--- src/hw/sst_regs.svh ---
// Constants for the nibble, skip, table-read and XOR execution block
`ifndef SST_REGS_SVH
`define SST_REGS_SVH

// Instruction word layout seen by the decoder
`define SST_OPC_HI 15
`define SST_OPC_LO 12
`define SST_BIT_HI 10
`define SST_BIT_LO 8
`define SST_IMM_HI 7
`define SST_IMM_LO 0

// Operation class codes in the instruction word
`define SST_OPC_NIB 4'h1
`define SST_OPC_SKN 4'h2
`define SST_OPC_CSK 4'h3
`define SST_OPC_BSK 4'h4
`define SST_OPC_TBC 4'h5
`define SST_OPC_TBL 4'h6
`define SST_OPC_XWM 4'h7
`define SST_OPC_XMM 4'h8
`define SST_OPC_XIM 4'h9

// Table reads on the last page use this page number
`define SST_LAST_PAGE 8'hFF

// Reset values
`define SST_WR_RST 8'h00
`define SST_TH_RST 8'h00
`define SST_ZF_RST 1'b0

`endif

--- src/hw/sst_pkg.sv ---
// Types shared by the execution block and its decoder
package sst_pkg;

   typedef enum logic [3:0]
   {
      SST_OP_NONE = 4'h0,
      SST_OP_NIB_XCHG = 4'h1,
      SST_OP_SKIP_NULL = 4'h2,
      SST_OP_COPY_SKIP = 4'h3,
      SST_OP_BIT_SKIP = 4'h4,
      SST_OP_TBL_CUR = 4'h5,
      SST_OP_TBL_LAST = 4'h6,
      SST_OP_XOR_WM = 4'h7,
      SST_OP_XOR_MEM = 4'h8,
      SST_OP_XOR_IMM = 4'h9
   } sst_op_t;

   // Gray along run -> table -> run and run -> dummy -> run
   typedef enum logic [1:0]
   {
      SST_ST_RUN = 2'b00,
      SST_ST_TBL = 2'b01,
      SST_ST_DUMMY = 2'b10
   } sst_state_t;

endpackage

--- src/hw/sst_dec_if.sv ---
// Interface between the execution block and its instruction decoder
`timescale 1ns/1ns
interface sst_dec_if;
   import sst_pkg::*;
   logic [15:0] instr;
   sst_op_t op;
   logic [2:0] bit_sel;
   logic [7:0] imm;
   modport dec (input instr, output op, output bit_sel, output imm);
   modport exe (output instr, input op, input bit_sel, input imm);
endinterface

--- src/hw/sst_decode.sv ---
// Instruction word decoder for the execution block
`timescale 1ns/1ns
`include "sst_regs.svh"
module sst_decode
(
   sst_dec_if.dec dif
);
   import sst_pkg::*;

   function automatic sst_op_t sst_op_of(input logic [3:0] code);
      sst_op_t op;
      op = SST_OP_NONE;
      unique case (code)
         `SST_OPC_NIB: op = SST_OP_NIB_XCHG;
         `SST_OPC_SKN: op = SST_OP_SKIP_NULL;
         `SST_OPC_CSK: op = SST_OP_COPY_SKIP;
         `SST_OPC_BSK: op = SST_OP_BIT_SKIP;
         `SST_OPC_TBC: op = SST_OP_TBL_CUR;
         `SST_OPC_TBL: op = SST_OP_TBL_LAST;
         `SST_OPC_XWM: op = SST_OP_XOR_WM;
         `SST_OPC_XMM: op = SST_OP_XOR_MEM;
         `SST_OPC_XIM: op = SST_OP_XOR_IMM;
         default: op = SST_OP_NONE;
      endcase
      return op;
   endfunction

   always_comb
   begin
      dif.op = sst_op_of(dif.instr[`SST_OPC_HI:`SST_OPC_LO]);
      dif.bit_sel = dif.instr[`SST_BIT_HI:`SST_BIT_LO];
      dif.imm = dif.instr[`SST_IMM_HI:`SST_IMM_LO];
   end

endmodule

--- src/hw/sst_exec.sv ---
// Execution of nibble exchange, zero skips, table reads and XOR
// Function
// - Nibble exchange of memory byte into working register
// - Skip next instruction when memory byte zero
// - Taken skip flushes prefetch, adds dummy cycle
// - Copy byte to working register, skip if zero
// - Skip next instruction when selected bit zero
// - Current-page ROM word to memory and latch
// - Last-page ROM word to memory and latch
// - Working register XOR memory into working register
// - Memory XOR working register back into memory
// - Working register XOR immediate into working register
`timescale 1ns/1ns
`include "sst_regs.svh"
module sst_exec
(
   input wire logic i_clk_sys,
   input wire logic i_arst_n,
   input wire logic i_instr_valid,
   input wire logic [15:0] i_instr,
   input wire logic [7:0] i_mem_rdata,
   input wire logic [7:0] i_table_pointer,
   input wire logic [7:0] i_pc_page,
   input wire logic [15:0] i_rom_data,
   input wire logic i_wr_load,
   input wire logic [7:0] i_wr_data,
   output logic [7:0] o_working_register,
   output logic o_flag_zero,
   output logic [7:0] o_table_high_latch,
   output logic o_mem_we,
   output logic [7:0] o_mem_wdata,
   output logic o_rom_re,
   output logic [15:0] o_rom_addr,
   output logic o_flush,
   output logic o_busy
);
   import sst_pkg::*;

   logic rst_meta;
   logic rst_n;
   sst_dec_if dif ();

   sst_state_t st_reg;
   sst_state_t st_next;
   logic [7:0] wr_reg;
   logic [7:0] wr_next;
   logic zf_reg;
   logic zf_next;
   logic [7:0] th_reg;
   logic [7:0] th_next;
   logic we_reg;
   logic we_next;
   logic [7:0] wd_reg;
   logic [7:0] wd_next;
   logic re_reg;
   logic re_next;
   logic [15:0] ra_reg;
   logic [15:0] ra_next;
   logic fl_reg;
   logic fl_next;
   logic busy_reg;
   logic busy_next;

   logic take;
   logic [7:0] xr_wm;
   logic [7:0] xr_imm;
   logic mem_null;
   logic do_skip;

   // Release of reset is synchronised; assertion is immediate
   always_ff @(posedge i_clk_sys or negedge i_arst_n)
   begin
      if (!i_arst_n)
      begin
         rst_meta <= 1'b0;
         rst_n <= 1'b0;
      end
      else
      begin
         rst_meta <= 1'b1;
         rst_n <= rst_meta;
      end
   end

   assign dif.instr = i_instr;

   sst_decode sst_decode_inst
   (
      .dif (dif)
   );

   // Intake stalls while the dummy cycle, table read or write-back runs
   assign take = i_instr_valid && (st_reg == SST_ST_RUN) && !busy_reg;
   assign xr_wm = wr_reg ^ i_mem_rdata;
   assign xr_imm = wr_reg ^ dif.imm;
   assign mem_null = (i_mem_rdata == 8'h00);

   always_comb
   begin
      st_next = st_reg;
      wr_next = wr_reg;
      zf_next = zf_reg;
      th_next = th_reg;
      we_next = 1'b0;
      wd_next = wd_reg;
      re_next = 1'b0;
      ra_next = ra_reg;
      fl_next = 1'b0;
      do_skip = 1'b0;
      if (i_wr_load && !take)
      begin
         wr_next = i_wr_data;
      end
      unique case (st_reg)
         SST_ST_RUN:
         begin
            if (take)
            begin
               unique case (dif.op)
                  SST_OP_NIB_XCHG:
                  begin
                     wr_next = {i_mem_rdata[3:0], i_mem_rdata[7:4]};
                  end
                  SST_OP_SKIP_NULL:
                  begin
                     do_skip = mem_null;
                  end
                  SST_OP_COPY_SKIP:
                  begin
                     wr_next = i_mem_rdata;
                     do_skip = mem_null;
                  end
                  SST_OP_BIT_SKIP:
                  begin
                     do_skip = !i_mem_rdata[dif.bit_sel];
                  end
                  SST_OP_TBL_CUR:
                  begin
                     ra_next = {i_pc_page, i_table_pointer};
                     re_next = 1'b1;
                     st_next = SST_ST_TBL;
                  end
                  SST_OP_TBL_LAST:
                  begin
                     ra_next = {`SST_LAST_PAGE, i_table_pointer};
                     re_next = 1'b1;
                     st_next = SST_ST_TBL;
                  end
                  SST_OP_XOR_WM:
                  begin
                     wr_next = xr_wm;
                     zf_next = (xr_wm == 8'h00);
                  end
                  SST_OP_XOR_MEM:
                  begin
                     we_next = 1'b1;
                     wd_next = xr_wm;
                     zf_next = (xr_wm == 8'h00);
                  end
                  SST_OP_XOR_IMM:
                  begin
                     wr_next = xr_imm;
                     zf_next = (xr_imm == 8'h00);
                  end
                  SST_OP_NONE:
                  begin
                     st_next = SST_ST_RUN;
                  end
               endcase
               if (do_skip)
               begin
                  fl_next = 1'b1;
                  st_next = SST_ST_DUMMY;
               end
            end
         end
         SST_ST_TBL:
         begin
            // ROM answers combinationally while the read strobe is high
            wd_next = i_rom_data[7:0];
            th_next = i_rom_data[15:8];
            we_next = 1'b1;
            st_next = SST_ST_RUN;
         end
         SST_ST_DUMMY:
         begin
            st_next = SST_ST_RUN;
         end
         default:
         begin
            st_next = SST_ST_RUN;
         end
      endcase
      // Memory write-back stalls intake so the next read sees it
      busy_next = (st_next != SST_ST_RUN) || we_next;
   end

   always_ff @(posedge i_clk_sys or negedge rst_n)
   begin
      if (!rst_n)
      begin
         st_reg <= SST_ST_RUN;
         wr_reg <= `SST_WR_RST;
         zf_reg <= `SST_ZF_RST;
         th_reg <= `SST_TH_RST;
         we_reg <= 1'b0;
         wd_reg <= 8'h00;
         re_reg <= 1'b0;
         ra_reg <= 16'h0000;
         fl_reg <= 1'b0;
         busy_reg <= 1'b0;
      end
      else
      begin
         st_reg <= st_next;
         wr_reg <= wr_next;
         zf_reg <= zf_next;
         th_reg <= th_next;
         we_reg <= we_next;
         wd_reg <= wd_next;
         re_reg <= re_next;
         ra_reg <= ra_next;
         fl_reg <= fl_next;
         busy_reg <= busy_next;
      end
   end

   assign o_working_register = wr_reg;
   assign o_flag_zero = zf_reg;
   assign o_table_high_latch = th_reg;
   assign o_mem_we = we_reg;
   assign o_mem_wdata = wd_reg;
   assign o_rom_re = re_reg;
   assign o_rom_addr = ra_reg;
   assign o_flush = fl_reg;
   assign o_busy = busy_reg;
endmodule

--- config.mk ---
export PLATFORM = sky130hd
export DESIGN_NAME = sst_exec
export DESIGN_NICKNAME = d
export VERILOG_FILES = /design/src/hw/sst_pkg.sv /design/src/hw/sst_dec_if.sv /design/src/hw/sst_decode.sv /design/src/hw/sst_exec.sv
export VERILOG_INCLUDE_DIRS = /design/src /design/src/hw
export SDC_FILE = /design/constraint.sdc
export NUM_CORES = 1
export LEC_CHECK = 0
export ABC_AREA = 0
export BUFFER_PORTS_ARGS = -buffer_cell sky130_fd_sc_hd__buf_2
export CAP_MARGIN = 20
export CORE_ASPECT_RATIO = 0.7
export CORE_MARGIN = 3
export CORE_UTILIZATION = 50
export CTS_BUF_LIST = sky130_fd_sc_hd__clkbuf_16
export DETAILED_ROUTE_END_ITERATION = 10
export HOLD_SLACK_MARGIN = 0.02
export PLACE_DENSITY = 0.83
export SYNTH_ARGS = -nofsm -noshare
export SYNTH_HDL_FRONTEND = slang
export SYNTH_SLANG_ARGS = --single-unit
--- constraint.sdc ---
create_clock -name i_clk_sys -period 2.69 [get_ports i_clk_sys]
set_input_delay 0.269 -clock i_clk_sys [delete_from_list [all_inputs] [get_ports i_clk_sys]]
set_output_delay 0.269 -clock i_clk_sys [all_outputs]
set_load 0.05 [all_outputs]
[Yosys cells after proc, flatten, opt, wreduce, memory -nomap -nowiden]
Memories as Yosys holds them, arrays and structs flattened.
Index checks and enable logic that the tools add are counted.
Operators by class
  equal/unequal tests: 12
  multiplexer cells: 27
  reduce and logical (&&, ||, !) cells: 22
  order comparisons: 1
  bitwise logic cells: 2
Operator list (number)
  $mux W8: 5
  $pmux W16 S2: 1
  $pmux W8 S4: 1
  $logic_not A8 Y1: 3
  $eq A4 B3 Y1 const B: 4
  $pmux W8 S2: 1
  $xor A8 B8 Y8: 2
  $mux W1: 11
  $reduce_and A3 Y1: 3
  $eq A4 B2 Y1 const B: 2
  $eq A4 B4 Y1 const B: 2
  $reduce_bool A2 Y1: 4
  $mux W2: 3
  $pmux W1 S2: 3
  $reduce_or A2 Y1: 3
  $eq A4 B1 Y1 const B: 1
  $logic_not A4 Y1: 1
  $lt A3 B4 Y1 const B: 1
  $pmux W2 S2: 1
  $bmux W1 S3: 1
  $logic_and A1 B1 Y1: 3
  $logic_not A1 Y1: 3
  $eq A2 B1 Y1 const B: 1
  $logic_not A2 Y1: 1
  3 further kinds: 3
Word-level totals
  register bits after elaboration: 49
  ROM bits: 64
  bits of input ports: 68
  memories kept: 1
  logic and storage cells: 77
  output and inout bits: 45
Memory list
  (no name shown): depth 16, bits a word 4, read ports 1, clocked after memory_dff 0, write ports 0, line sst_decode.sv:13  | unique case (code)

[Logic depth before layout (Yosys ltp)]
Gate-level depths: netlist (run 1).
  word-level depth: 11
  gate-level depth with buffers: 7
  gate-level depth less buffers: 4

[Modules after synthesis]
From an unflattened synthesis (run 1), not the netlist that was laid out.
Unflattened totals
  cells, all modules: 282
  area, all modules: 2842.7 sq um
By module, submodules not included
  sst_exec: sequential area each 1226.2 sq um, instances 1, area an instance 2723.9 sq um, cells each 266
  sst_decode: sequential area each 0.0 sq um, instances 1, area an instance 118.9 sq um, cells each 16

[Worst setup path before layout (run 1)]
No wires, ideal clock.
  path type: reg-to-reg
  start: register busy_reg, in the netlist o_busy
  end: register ra_reg[5], in the netlist o_rom_addr[5]
  buffers on the path: 2
  clock period less this slack: 1.844 ns
  arrival: 1.719 ns
  cell stages (with the launch flop): 6
  setup time: 0.125 ns
  path slack: 0.846 ns
  cell sequence: dfrtp_1 -> nor4b_4 -> and3_1 -> buf_4 -> buf_6 -> mux2_2
Between the ends
  cells in the longest elaborated chain, start to end: 3
Ends and longest elaborated chain
  start: declaration: line sst_exec.sv:61  | logic busy_reg;
  start signal: assignment: line sst_exec.sv:224  | busy_reg <= busy_next;
  $logic_not A1 Y1: line sst_exec.sv:93  | assign take = i_instr_valid && (st_reg == SST_ST_RUN) && !busy_reg;
  $logic_and A1 B1 Y1: line sst_exec.sv:93
  $reduce_and A3 Y1 (no line)
  end signal: assignment: line sst_exec.sv:222  | ra_reg <= ra_next;
  end: declaration: line sst_exec.sv:57  | logic [15:0] ra_reg;
No other way between the ends.
A chain may end at the register's enable or synchronous reset.

[Worst setup path after layout (run 1)]
  start: register st_reg[1]
  end: register wr_reg[2], in the netlist o_working_register[2]
Between the ends
  cells in the longest elaborated chain, start to end: 9
Ends and longest elaborated chain
  start: declaration: line sst_exec.sv:43  | sst_state_t st_reg;
  start signal: assignment: line sst_exec.sv:215  | st_reg <= st_next;
  $logic_not A2 Y1 (*): line sst_exec.sv:93, sst_exec.sv:114
  $logic_and A1 B1 Y1 (2 in series): line sst_exec.sv:93
  $logic_not A1 Y1: line sst_exec.sv:110  | if (i_wr_load && !take)
  $logic_and A1 B1 Y1: line sst_exec.sv:110
  $mux W8: line sst_exec.sv:110
  $pmux W8 S4: line sst_exec.sv:119  | unique case (dif.op)
  $mux W8: line sst_exec.sv:117  | if (take)
  $mux W8 (*): line sst_exec.sv:114  | unique case (st_reg)
  via wr_next[2]: line sst_exec.sv:46  | logic [7:0] wr_next;
  end signal: assignment: line sst_exec.sv:203  | wr_reg <= `SST_WR_RST;
  end signal: assignment: line sst_exec.sv:216  | wr_reg <= wr_next;
  end: declaration: line sst_exec.sv:45  | logic [7:0] wr_reg;
The timed path passes the listed nets; every way through them passes the cells marked *.

==> impl_metrics.json, run 1 <==
{
  "synth-seq-cells": 49,
  "holdBufCountCts": 1,
  "synth_edf_count": 0,
  "die_height_microns": 67.1,
  "path_class": "register to register",
  "multi_input_area_sq_um": 1350,
  "synth_flop_cell": "dfrtp_1",
  "switching_power_uw": 1370,
  "postCtsSetupRepairBufs": 0,
  "h-tree-depth": 2,
  "rows": 21,
  "yosysWarnings": 0,
  "layout_worst_path_cycle_share": 0.755,
  "maxCapViolCount": 0,
  "rsz0062_at_grt": "no",
  "clock_sinks": 49,
  "drt-pass1-iter-count": 4,
  "syn2layout_area_growth_pct": 28.5,
  "diodes": 0,
  "clkSlewWorstSetupHoldPaths_ns": 0.07,
  "grt_usage": 0.218,
  "pin_count": 113,
  "ys_seq_area_frac": 0.460,
  "power_leakage_uw": 0.00167,
  "outcome": "finished, final reports clean",
  "worstReg2RegStart": "st_reg[1]",
  "reg2reg_slack_ns": 0.66,
  "coreArea_sq_um": 4970,
  "slew-limit-headroom": 0.577,
  "netlist_area_sq_um": 2670,
  "p_total_uw": 3000,
  "power_frac_comb": 0.447,
  "place_ws_ns": 0.668,
  "place.gp.congestion": 0.864,
  "fin_tns_setup_ns": 0,
  "peakVddDrop_mv": 0.610,
  "drc_errors": 0,
  "p_int_uw": 1630,
  "avgSynthCellArea_sq_um": 10.9,
  "drt-total-wl_microns": 6830,
  "dieArea_sq_um": 6260,
  "layout_min_cycle_time_ns": 2.03,
  "ff2ff_path_depth": 4,
  "viasPerCell": 5.58,
  "grt_max_degree": 48,
  "maxSlewViolCount": 0,
  "r2r-end": "o_working_register[2]",
  "clock_path_buffers": 2,
  "final_util": 0.690,
  "fp.dieW_microns": 93.3,
  "switching_share": 0.455,
  "path_max_fanout": 13,
  "skew_ns": 0.00813,
  "cts_tree": "built",
  "grt_overflow": 0,
  "endpoint_kind": "register",
  "drive_gt1_frac": 0.435,
  "ant_nets": 0,
  "grt_pass1_vias": 2202,
  "seqCellArea_sq_um": 1230,
  "hold_ws_ns": 0.0857,
  "finalNetCount": 421,
  "setup_violations": 0,
  "hp-class": "register to async pin",
  "antenna_found_initial": 0,
  "io_buffer_count": 111,
  "hold_viol": 0,
  "numCtsBuffers": 5,
  "p_seq_frac": 0.352,
  "max_freq_mhz": 492,
  "dr_total_vias": 2360,
  "fillers": 402,
  "ys_types": 48,
  "grt_pass1_wl_microns": 10700,
  "required_ns": 2.85,
  "power_density_nw_per_um2": 875,
  "post_drt_wl_per_cell_microns": 16.1,
  "cp-start-kind": "register",
  "cts_root_buf": "clkbuf_16",
  "start_util": 0.537,
  "largest_reg_flops": 16,
  "worstPathArrival_ns": 2.19,
  "setup_slack_ns": 0.659,
  "tightest_slew_ns": 0.631,
  "clkPwrFrac": 0.201,
  "syn_inst": 244,
  "cts_resized": 0,
  "async_reset_ff_frac": 1.00,
  "insertion_delay_ns": 0.28,
  "drt_iter0_markers": 111,
  "dp_hpwl_microns": 5180,
  "syn-num-nets": 312
}
per-stage QoR:
step                area (sq um)  std cells
floorplan                   2670        244
global placement            3250        413
detailed placement          3250        413
CTS                         3410        422
global route                3430        423
finish                      3430        423
layer usage:
metal  vias to the layer above  GRT usage  share of wire
met5                         -          0              0
met4                         0     0.0329         0.0042
met3                         6     0.0553          0.092
met2                       115      0.352           0.46
met1                      1122      0.302           0.44
li1                       1117          -              -
layout by cell type, fill, tap and decap left out, drive strengths merged, types with 3 or more instances in the layout:
cell	instances
mux2	17
a31oi	3
clkinv	3
clkbuf	5
dfrtp	49
nand2	16
o2bb2ai	4
nor2	22
xnor2	4
xor2	17
a22o	4
a21oi	15
nand3	5
o21ai	10
a211o	4
mux2i	9
o221a	4
o22a	4
nor4	4
nor2b	3
a22oi	4
a221oi	4
buf	117
worst max path at each step:
stage              start  depth (start not counted)               endpoint
4_1_cts        st_reg[1]                          4  o_working_register[2]
2_1_floorplan     o_busy                          5          o_rom_addr[5]
3_3_place_gp   st_reg[1]                          4  o_working_register[2]
3_5_place_dp   st_reg[1]                          4  o_working_register[2]
6_report       st_reg[1]                          4  o_working_register[2]
5_1_grt        st_reg[1]                          4  o_working_register[1]
area by class of cell:
type                            count  area share
Tap cell                           69      0.0252
Clock inverter                      3     0.00511
Timing Repair Buffer              118       0.182
Multi-Input combinational cell    179       0.393
Clock buffer                        5      0.0365
Sequential cell                    49       0.358
kinds of logic after synthesis:
| kind of cell | Yosys count | share of synthesized area |
|---|---|---|
| AND/OR/NAND/NOR | 70 | 0.153 |
| AO/OA/AOI/OAI | 59 | 0.157 |
| flip-flops | 49 | 0.460 |
| multiplexers | 28 | 0.124 |
| XOR/XNOR | 21 | 0.0690 |
| buffers and inverters | 16 | 0.0357 |
| other | 1 | 0.00141 |
worst max-delay path, stage by stage, from the launching register on:
cell	delay, ns
dfrtp_1	0.42
nor4b_4	0.44
nand3_1	0.50
a221oi_1	0.42
a31oi_1	0.13
Yosys cell counts (4+ instances only):
library cell | n | share of area
a211o_1 | 4 | 0.013
a21oi_1 | 15 | 0.028
a221oi_1 | 4 | 0.013
a22o_1 | 4 | 0.013
a22oi_1 | 4 | 0.011
buf_2 | 10 | 0.019
dfrtp_1 | 49 | 0.46
mux2_2 | 16 | 0.068
mux2i_1 | 9 | 0.034
nand2_1 | 14 | 0.020
nand3_1 | 5 | 0.0094
nor2_1 | 22 | 0.031
nor4_1 | 4 | 0.0094
o21ai_0 | 9 | 0.017
o221a_2 | 4 | 0.017
o22a_1 | 4 | 0.013
o2bb2ai_1 | 4 | 0.013
xnor2_1 | 4 | 0.013
xor2_1 | 17 | 0.056
power by group through the flow:
stage | Combinational, uW | Clock (uW) | Sequential (uW)
after floorplan | 319 | 0 | 1740
after global placement | 1310 | 0 | 1060
after detailed placement | 1330 | 0 | 1080
after CTS | 1330 | 603 | 1070
after global routing | 1410 | 645 | 1080
final | 1340 | 603 | 1050
Power figures use the tool's default switching activity.
==> inputs of run 2 (changes only) <==
--- a/config.mk
+++ b/config.mk
@@ -6,16 +6,16 @@
 export SDC_FILE = /design/constraint.sdc
 export NUM_CORES = 1
 export LEC_CHECK = 0
-export ABC_AREA = 0
+export ABC_AREA = 1
 export BUFFER_PORTS_ARGS = -buffer_cell sky130_fd_sc_hd__buf_2
 export CAP_MARGIN = 20
 export CORE_ASPECT_RATIO = 0.7
 export CORE_MARGIN = 3
-export CORE_UTILIZATION = 50
+export CORE_UTILIZATION = 48
 export CTS_BUF_LIST = sky130_fd_sc_hd__clkbuf_16
 export DETAILED_ROUTE_END_ITERATION = 10
 export HOLD_SLACK_MARGIN = 0.02
-export PLACE_DENSITY = 0.83
+export PLACE_DENSITY = 0.8
 export SYNTH_ARGS = -nofsm -noshare
 export SYNTH_HDL_FRONTEND = slang
 export SYNTH_SLANG_ARGS = --single-unit
==> constraint.sdc (replaced) <==
create_clock -name i_clk_sys -period 2 [get_ports i_clk_sys]
set_input_delay 0.2 -clock i_clk_sys [delete_from_list [all_inputs] [get_ports i_clk_sys]]
set_output_delay 0.2 -clock i_clk_sys [all_outputs]
set_load 0.05 [all_outputs]
==> impl_metrics.json, run 2 <==
{
  "outcome": "finished, final reports clean",
  "avgSynthCellArea_sq_um": 7.21,
  "drive_gt1_frac": 0.297,
  "fin_tns_setup_ns": 0,
  "fp.dieW_microns": 96.4,
  "maxSlewViolCount": 0,
  "yosys.cell_count.top_type": "nand2_1",
  "hold_viol": 0,
  "p_int_uw": 2190,
  "dr_total_vias": 2835,
  "yosysWarnings": 0,
  "hold_ws_ns": 0.113,
  "numCtsBuffers": 5,
  "post_drt_wl_per_cell_microns": 12.9,
  "p_total_uw": 3910,
  "syn-num-nets": 449,
  "clock_path_buffers": 2,
  "syn_inst": 381,
  "path_class": "register to register",
  "worstPathArrival_ns": 1.88,
  "h-tree-depth": 2,
  "fin_cells": 570,
  "synth_flop_cell": "dfrtp_1",
  "place.gp.congestion": 0.927,
  "coreArea_sq_um": 5400,
  "synth_edf_count": 0,
  "finalNetCount": 565,
  "grt_overflow": 0,
  "io_buffer_count": 111,
  "p_seq_frac": 0.345,
  "diodes": 0,
  "maxCapViolCount": 0,
  "setup_violations": 0,
  "synth.area.top_cells": "dfrtp_1, nand2_1, nand3_1, inv_1, nor2_1",
  "layout_min_cycle_time_ns": 1.67,
  "rows": 22,
  "dieArea_sq_um": 6680,
  "rsz0062_at_grt": "no",
  "power_density_nw_per_um2": 1100,
  "cp-start-kind": "register",
  "clock_sinks": 49,
  "seqCellArea_sq_um": 1230,
  "placed_area_sq_um": 3380,
  "drt_iter0_markers": 182,
  "dp.cells": 561,
  "ant_nets": 0,
  "ys_types": 28,
  "clkPwrFrac": 0.238,
  "tightest_slew_ns": 0.520,
  "largest_reg_flops": 16,
  "synth.top_cells.by_count": "nand2_1, dfrtp_1, inv_1",
  "drc_errors": 0,
  "grt_max_degree": 34,
  "synth-seq-cells": 49,
  "antenna_found_initial": 0,
  "cts_root_buf": "clkbuf_16",
  "power_leakage_uw": 0.00204,
  "pin_count": 113,
  "synth_top_area_frac": 0.447,
  "grt_usage": 0.221,
  "ys_seq_area_frac": 0.447,
  "skew_ns": 0.00878,
  "finalInstanceArea_sq_um": 3560,
  "async_reset_ff_frac": 1.00,
  "required_ns": 2.21,
  "endpoint_kind": "register",
  "max_freq_mhz": 600,
  "power_frac_comb": 0.417,
  "layout_commonest_cell": "nand2_1",
  "grt_pass1_wl_microns": 11800,
  "final_cell_mix": "nand2_1, buf_2, dfrtp_1, inv_1, nand3_1",
  "syn2layout_area_growth_pct": 29.6,
  "grt_pass1_vias": 2658,
  "peakVddDrop_mv": 0.667,
  "slew-limit-headroom": 0.652,
  "path_max_fanout": 6,
  "hp-class": "input port to register",
  "start_util": 0.509,
  "multi_input_area_sq_um": 1300,
  "switching_power_uw": 1730,
  "layout_worst_path_cycle_share": 0.833,
  "fillers": 466,
  "insertion_delay_ns": 0.28,
  "dp_hpwl_microns": 5810,
  "yosys.area.top_type": "dfrtp_1",
  "drt-pass1-iter-count": 4,
  "drt-total-wl_microns": 7370,
  "die_height_microns": 69.3,
  "clkSlewWorstSetupHoldPaths_ns": 0.07,
  "switching_share": 0.441,
  "netlist_area_sq_um": 2750,
  "viasPerCell": 4.97,
  "cts_tree": "built"
}
run 2: cell types whose count changed after synthesis, sizes merged, moves of 8 or more:
cell	previous run	this run
o21ai	10	20
mux2	17	0
buf	14	4
a21oi	15	7
mux2i	9	0
nor2	22	35
xor2	17	0
inv	0	44
nand3	5	39
nand2	16	160
run 2: per-layer routing:
metal  wire length [microns]  GRT usage
met4                      51     0.0451
met3                     849     0.0716
met2                    3200      0.348
met5                       0          0
met1                    3270      0.297
run 2: worst paths after layout:
check | from | to | slack, ns | depth (start not counted)
worst max-delay path | st_reg[1] | o_working_register[2] | 0.33 | 8
worst max register to register | st_reg[1] | o_working_register[2] | 0.33 | 8
worst min register to register | rst_n | o_rom_addr[9] | 0.18 | 0
worst min-delay path | i_table_pointer[3] | o_rom_addr[3] | 0.11 | 3
max in group asynchronous | rst_n | st_reg[0] | 1.32 | 1
min in group asynchronous | rst_n | o_rom_addr[9] | 0.18 | 0
run 2: cell families (layout without fill, tap and decap cells):
logic type      Yosys count  in the layout  share of synthesized area
compound gates           27             27                     0.0629
flops                    49             49                      0.447
other cells               1              1                    0.00137
buf+inv                  51            168                     0.0788
xor+xnor                  6              6                     0.0191
simple gates            247            247                      0.391
run 2: timing repair:
item / in CTS / in global routing
hold buffers: 1 / 0
gates resized for setup: 0 / 0
hold endpoints to repair: 2 / 0
buffers inserted: 0 / 0
run 2: cell type report:
class,count,share of cell area
Tap cell,72,0.0253
Inverter,45,0.0478
Sequential cell,49,0.345
Clock buffer,5,0.0352
Timing Repair Buffer,115,0.169
Multi-Input combinational cell,281,0.366
Clock inverter,3,0.0116
run 2: critical path: stages (launching register included):
cell      delay, ns
dfrtp_1        0.39
nor2_1         0.14
nand2_1        0.08
nor2_2         0.20
nand2_1        0.24
buf_4          0.23
nand3b_1       0.08
o21ai_0        0.11
a21oi_1        0.14
run 2: power groups by stage:
stage | clock [uW] | combinational (uW) | sequential [uW]
final | 934 | 1630 | 1350
after global routing | 993 | 1750 | 1380
after CTS | 958 | 1630 | 1350
after detailed placement | 0 | 1630 | 1360
after global placement | 0 | 1600 | 1350
after floorplan | 0 | 424 | 2130
run 2: stage by stage:
stage	setup WS (ns)	utilization
finish	0.335	0.659
detailed placement	0.342	0.627
floorplan	0.447	-
global placement	0.462	0.627
CTS	0.326	0.659
global route	0.0866	0.659
==> inputs of run 3 (changes only) <==
--- a/config.mk
+++ b/config.mk
@@ -6,16 +6,16 @@
 export SDC_FILE = /design/constraint.sdc
 export NUM_CORES = 1
 export LEC_CHECK = 0
-export ABC_AREA = 1
+export ABC_AREA = 0
 export BUFFER_PORTS_ARGS = -buffer_cell sky130_fd_sc_hd__buf_2
 export CAP_MARGIN = 20
 export CORE_ASPECT_RATIO = 0.7
 export CORE_MARGIN = 3
-export CORE_UTILIZATION = 48
+export CORE_UTILIZATION = 43
 export CTS_BUF_LIST = sky130_fd_sc_hd__clkbuf_16
 export DETAILED_ROUTE_END_ITERATION = 10
 export HOLD_SLACK_MARGIN = 0.02
-export PLACE_DENSITY = 0.8
+export PLACE_DENSITY = 0.76
 export SYNTH_ARGS = -nofsm -noshare
 export SYNTH_HDL_FRONTEND = slang
 export SYNTH_SLANG_ARGS = --single-unit
==> constraint.sdc (replaced) <==
create_clock -name i_clk_sys -period 1.4 [get_ports i_clk_sys]
set_input_delay 0.14 -clock i_clk_sys [delete_from_list [all_inputs] [get_ports i_clk_sys]]
set_output_delay 0.14 -clock i_clk_sys [all_outputs]
set_load 0.05 [all_outputs]
==> impl_metrics.json, run 3 (synthesis gave the netlist of run 1 again) <==
{
  "p_total_uw": 6250,
  "dieArea_sq_um": 7190,
  "h-tree-depth": 2,
  "insertion_delay_ns": 0.29,
  "maxCapViolCount": 0,
  "numCtsBuffers": 5,
  "finalNetCount": 463,
  "max_freq_mhz": 617,
  "outcome": "finished, violations left",
  "setup_violations": 35,
  "grt_pass1_wl_microns": 12400,
  "syn2layout_area_growth_pct": 53.8,
  "rows": 23,
  "coreArea_sq_um": 5870,
  "maxSlewViolCount": 0,
  "antenna_found_initial": 0,
  "clkSlewWorstSetupHoldPaths_ns": 0.07,
  "pin_count": 113,
  "largest_reg_flops": 16,
  "dp.cells": 455,
  "place.gp.congestion": 0.951,
  "worstPathArrival_ns": 1.80,
  "ant_nets": 0,
  "io_buffer_count": 111,
  "die_height_microns": 71.9,
  "setup_slack_ns": -0.220,
  "drive_gt1_frac": 0.576,
  "layout_worst_path_cycle_share": 1.16,
  "start_util": 0.454,
  "drt-pass1-iter-count": 4,
  "finalInstanceArea_sq_um": 4100,
  "skew_ns": 0.00696,
  "hold_ws_ns": 0.0661,
  "peakVddDrop_mv": 0.793,
  "final_util": 0.698,
  "diodes": 0,
  "violations": "negative setup slack",
  "cts_tree": "built",
  "hp-class": "input port to register",
  "worstReg2RegStart": "st_reg[1]",
  "path_class": "register to register",
  "path_max_fanout": 7,
  "power_leakage_uw": 0.00196,
  "hold_viol": 0,
  "fp.dieW_microns": 100,
  "holdPathEnd": "o_mem_wdata[5]",
  "required_ns": 1.58,
  "dr_total_vias": 2555,
  "r2r-end": "o_working_register[5]",
  "grt_usage": 0.216,
  "drc_errors": 0,
  "final_cell_mix": "buf_2, dfrtp_1, buf_4, xor2_1",
  "layout_min_cycle_time_ns": 1.62,
  "rsz0062_at_grt": "yes",
  "ff2ff_path_depth": 4,
  "drt-total-wl_microns": 8180,
  "endpoint_kind": "register",
  "clock_path_buffers": 2,
  "drt_iter0_markers": 113,
  "whs_path_depth": 3,
  "grt_overflow": 0,
  "placed_area_sq_um": 3590,
  "grt_max_degree": 26,
  "fin_cells": 471,
  "dp_hpwl_microns": 5810,
  "hp-start": "i_rom_data[5]",
  "post_drt_wl_per_cell_microns": 17.4,
  "clock_sinks": 49,
  "power_density_nw_per_um2": 1530,
  "grt_pass1_vias": 2495,
  "viasPerCell": 5.42,
  "fillers": 457,
  "layout_commonest_cell": "buf_2",
  "reg2reg_slack_ns": -0.22,
  "cp-start-kind": "register",
  "cts_root_buf": "clkbuf_16"
}
-- run 3: worst max-delay path, cell delays in order (launching register included) --
cell,delay (ns)
dfrtp_1,0.42
or4b_4,0.68
nand2_8,0.14
nand2_8,0.07
o221a_4,0.21
-- run 3: power breakdown --
group	internal, uW	total (uW)	switching [uW]
sequential	1780	2060	281
combinational	960	2980	2020
clock	674	1210	536
-- run 3: routing by layer --
layer  part of all wire  routed length [microns]  vias up  GRT usage
li1                   -                        -     1209          -
met1               0.45                     3700     1210      0.317
met2               0.45                     3710      132      0.339
met3              0.090                      734        4     0.0467
met4             0.0035                       29        0     0.0329
met5                  0                        0        -          0
-- run 3: through the flow --
step / setup slack (ns) / TNS [ns]
finish: -0.220 / -6.28
global route: -0.320 / -9.00
CTS: -0.227 / -6.16
detailed placement: -0.245 / -6.29
global placement: -0.211 / -4.88
floorplan: -0.341 / -6.22
-- run 3: worst max-delay path by stage --
stage / from / endpoint
detailed placement: st_reg[1] / o_working_register[7]
global route: st_reg[1] / o_mem_wdata[0]
global placement: st_reg[1] / o_working_register[6]
CTS: o_busy / o_mem_wdata[6]
finish: st_reg[1] / o_working_register[5]
floorplan: o_busy / o_rom_addr[5]
-- run 3: cell type report --
type	instances	area (sq um)	share of cell area
multi-input cells	179	1600	0.389
flip-flops and latches	49	1230	0.300
repair buffers	160	1030	0.251
clock buffers	5	125	0.0305
well taps	75	93.8	0.0229
clock inverters	3	26.3	0.00641
-- run 3: timing repair --
item / CTS / global route
hold buffers: 1 / 0
endpoints found under the setup margin: 34 / 44
gates resized for setup: 14 / 45
hold endpoints to repair: 2 / 0
setup buffers: 3 / 3
pin swaps: 2 / 10
gates cloned: 0 / 2
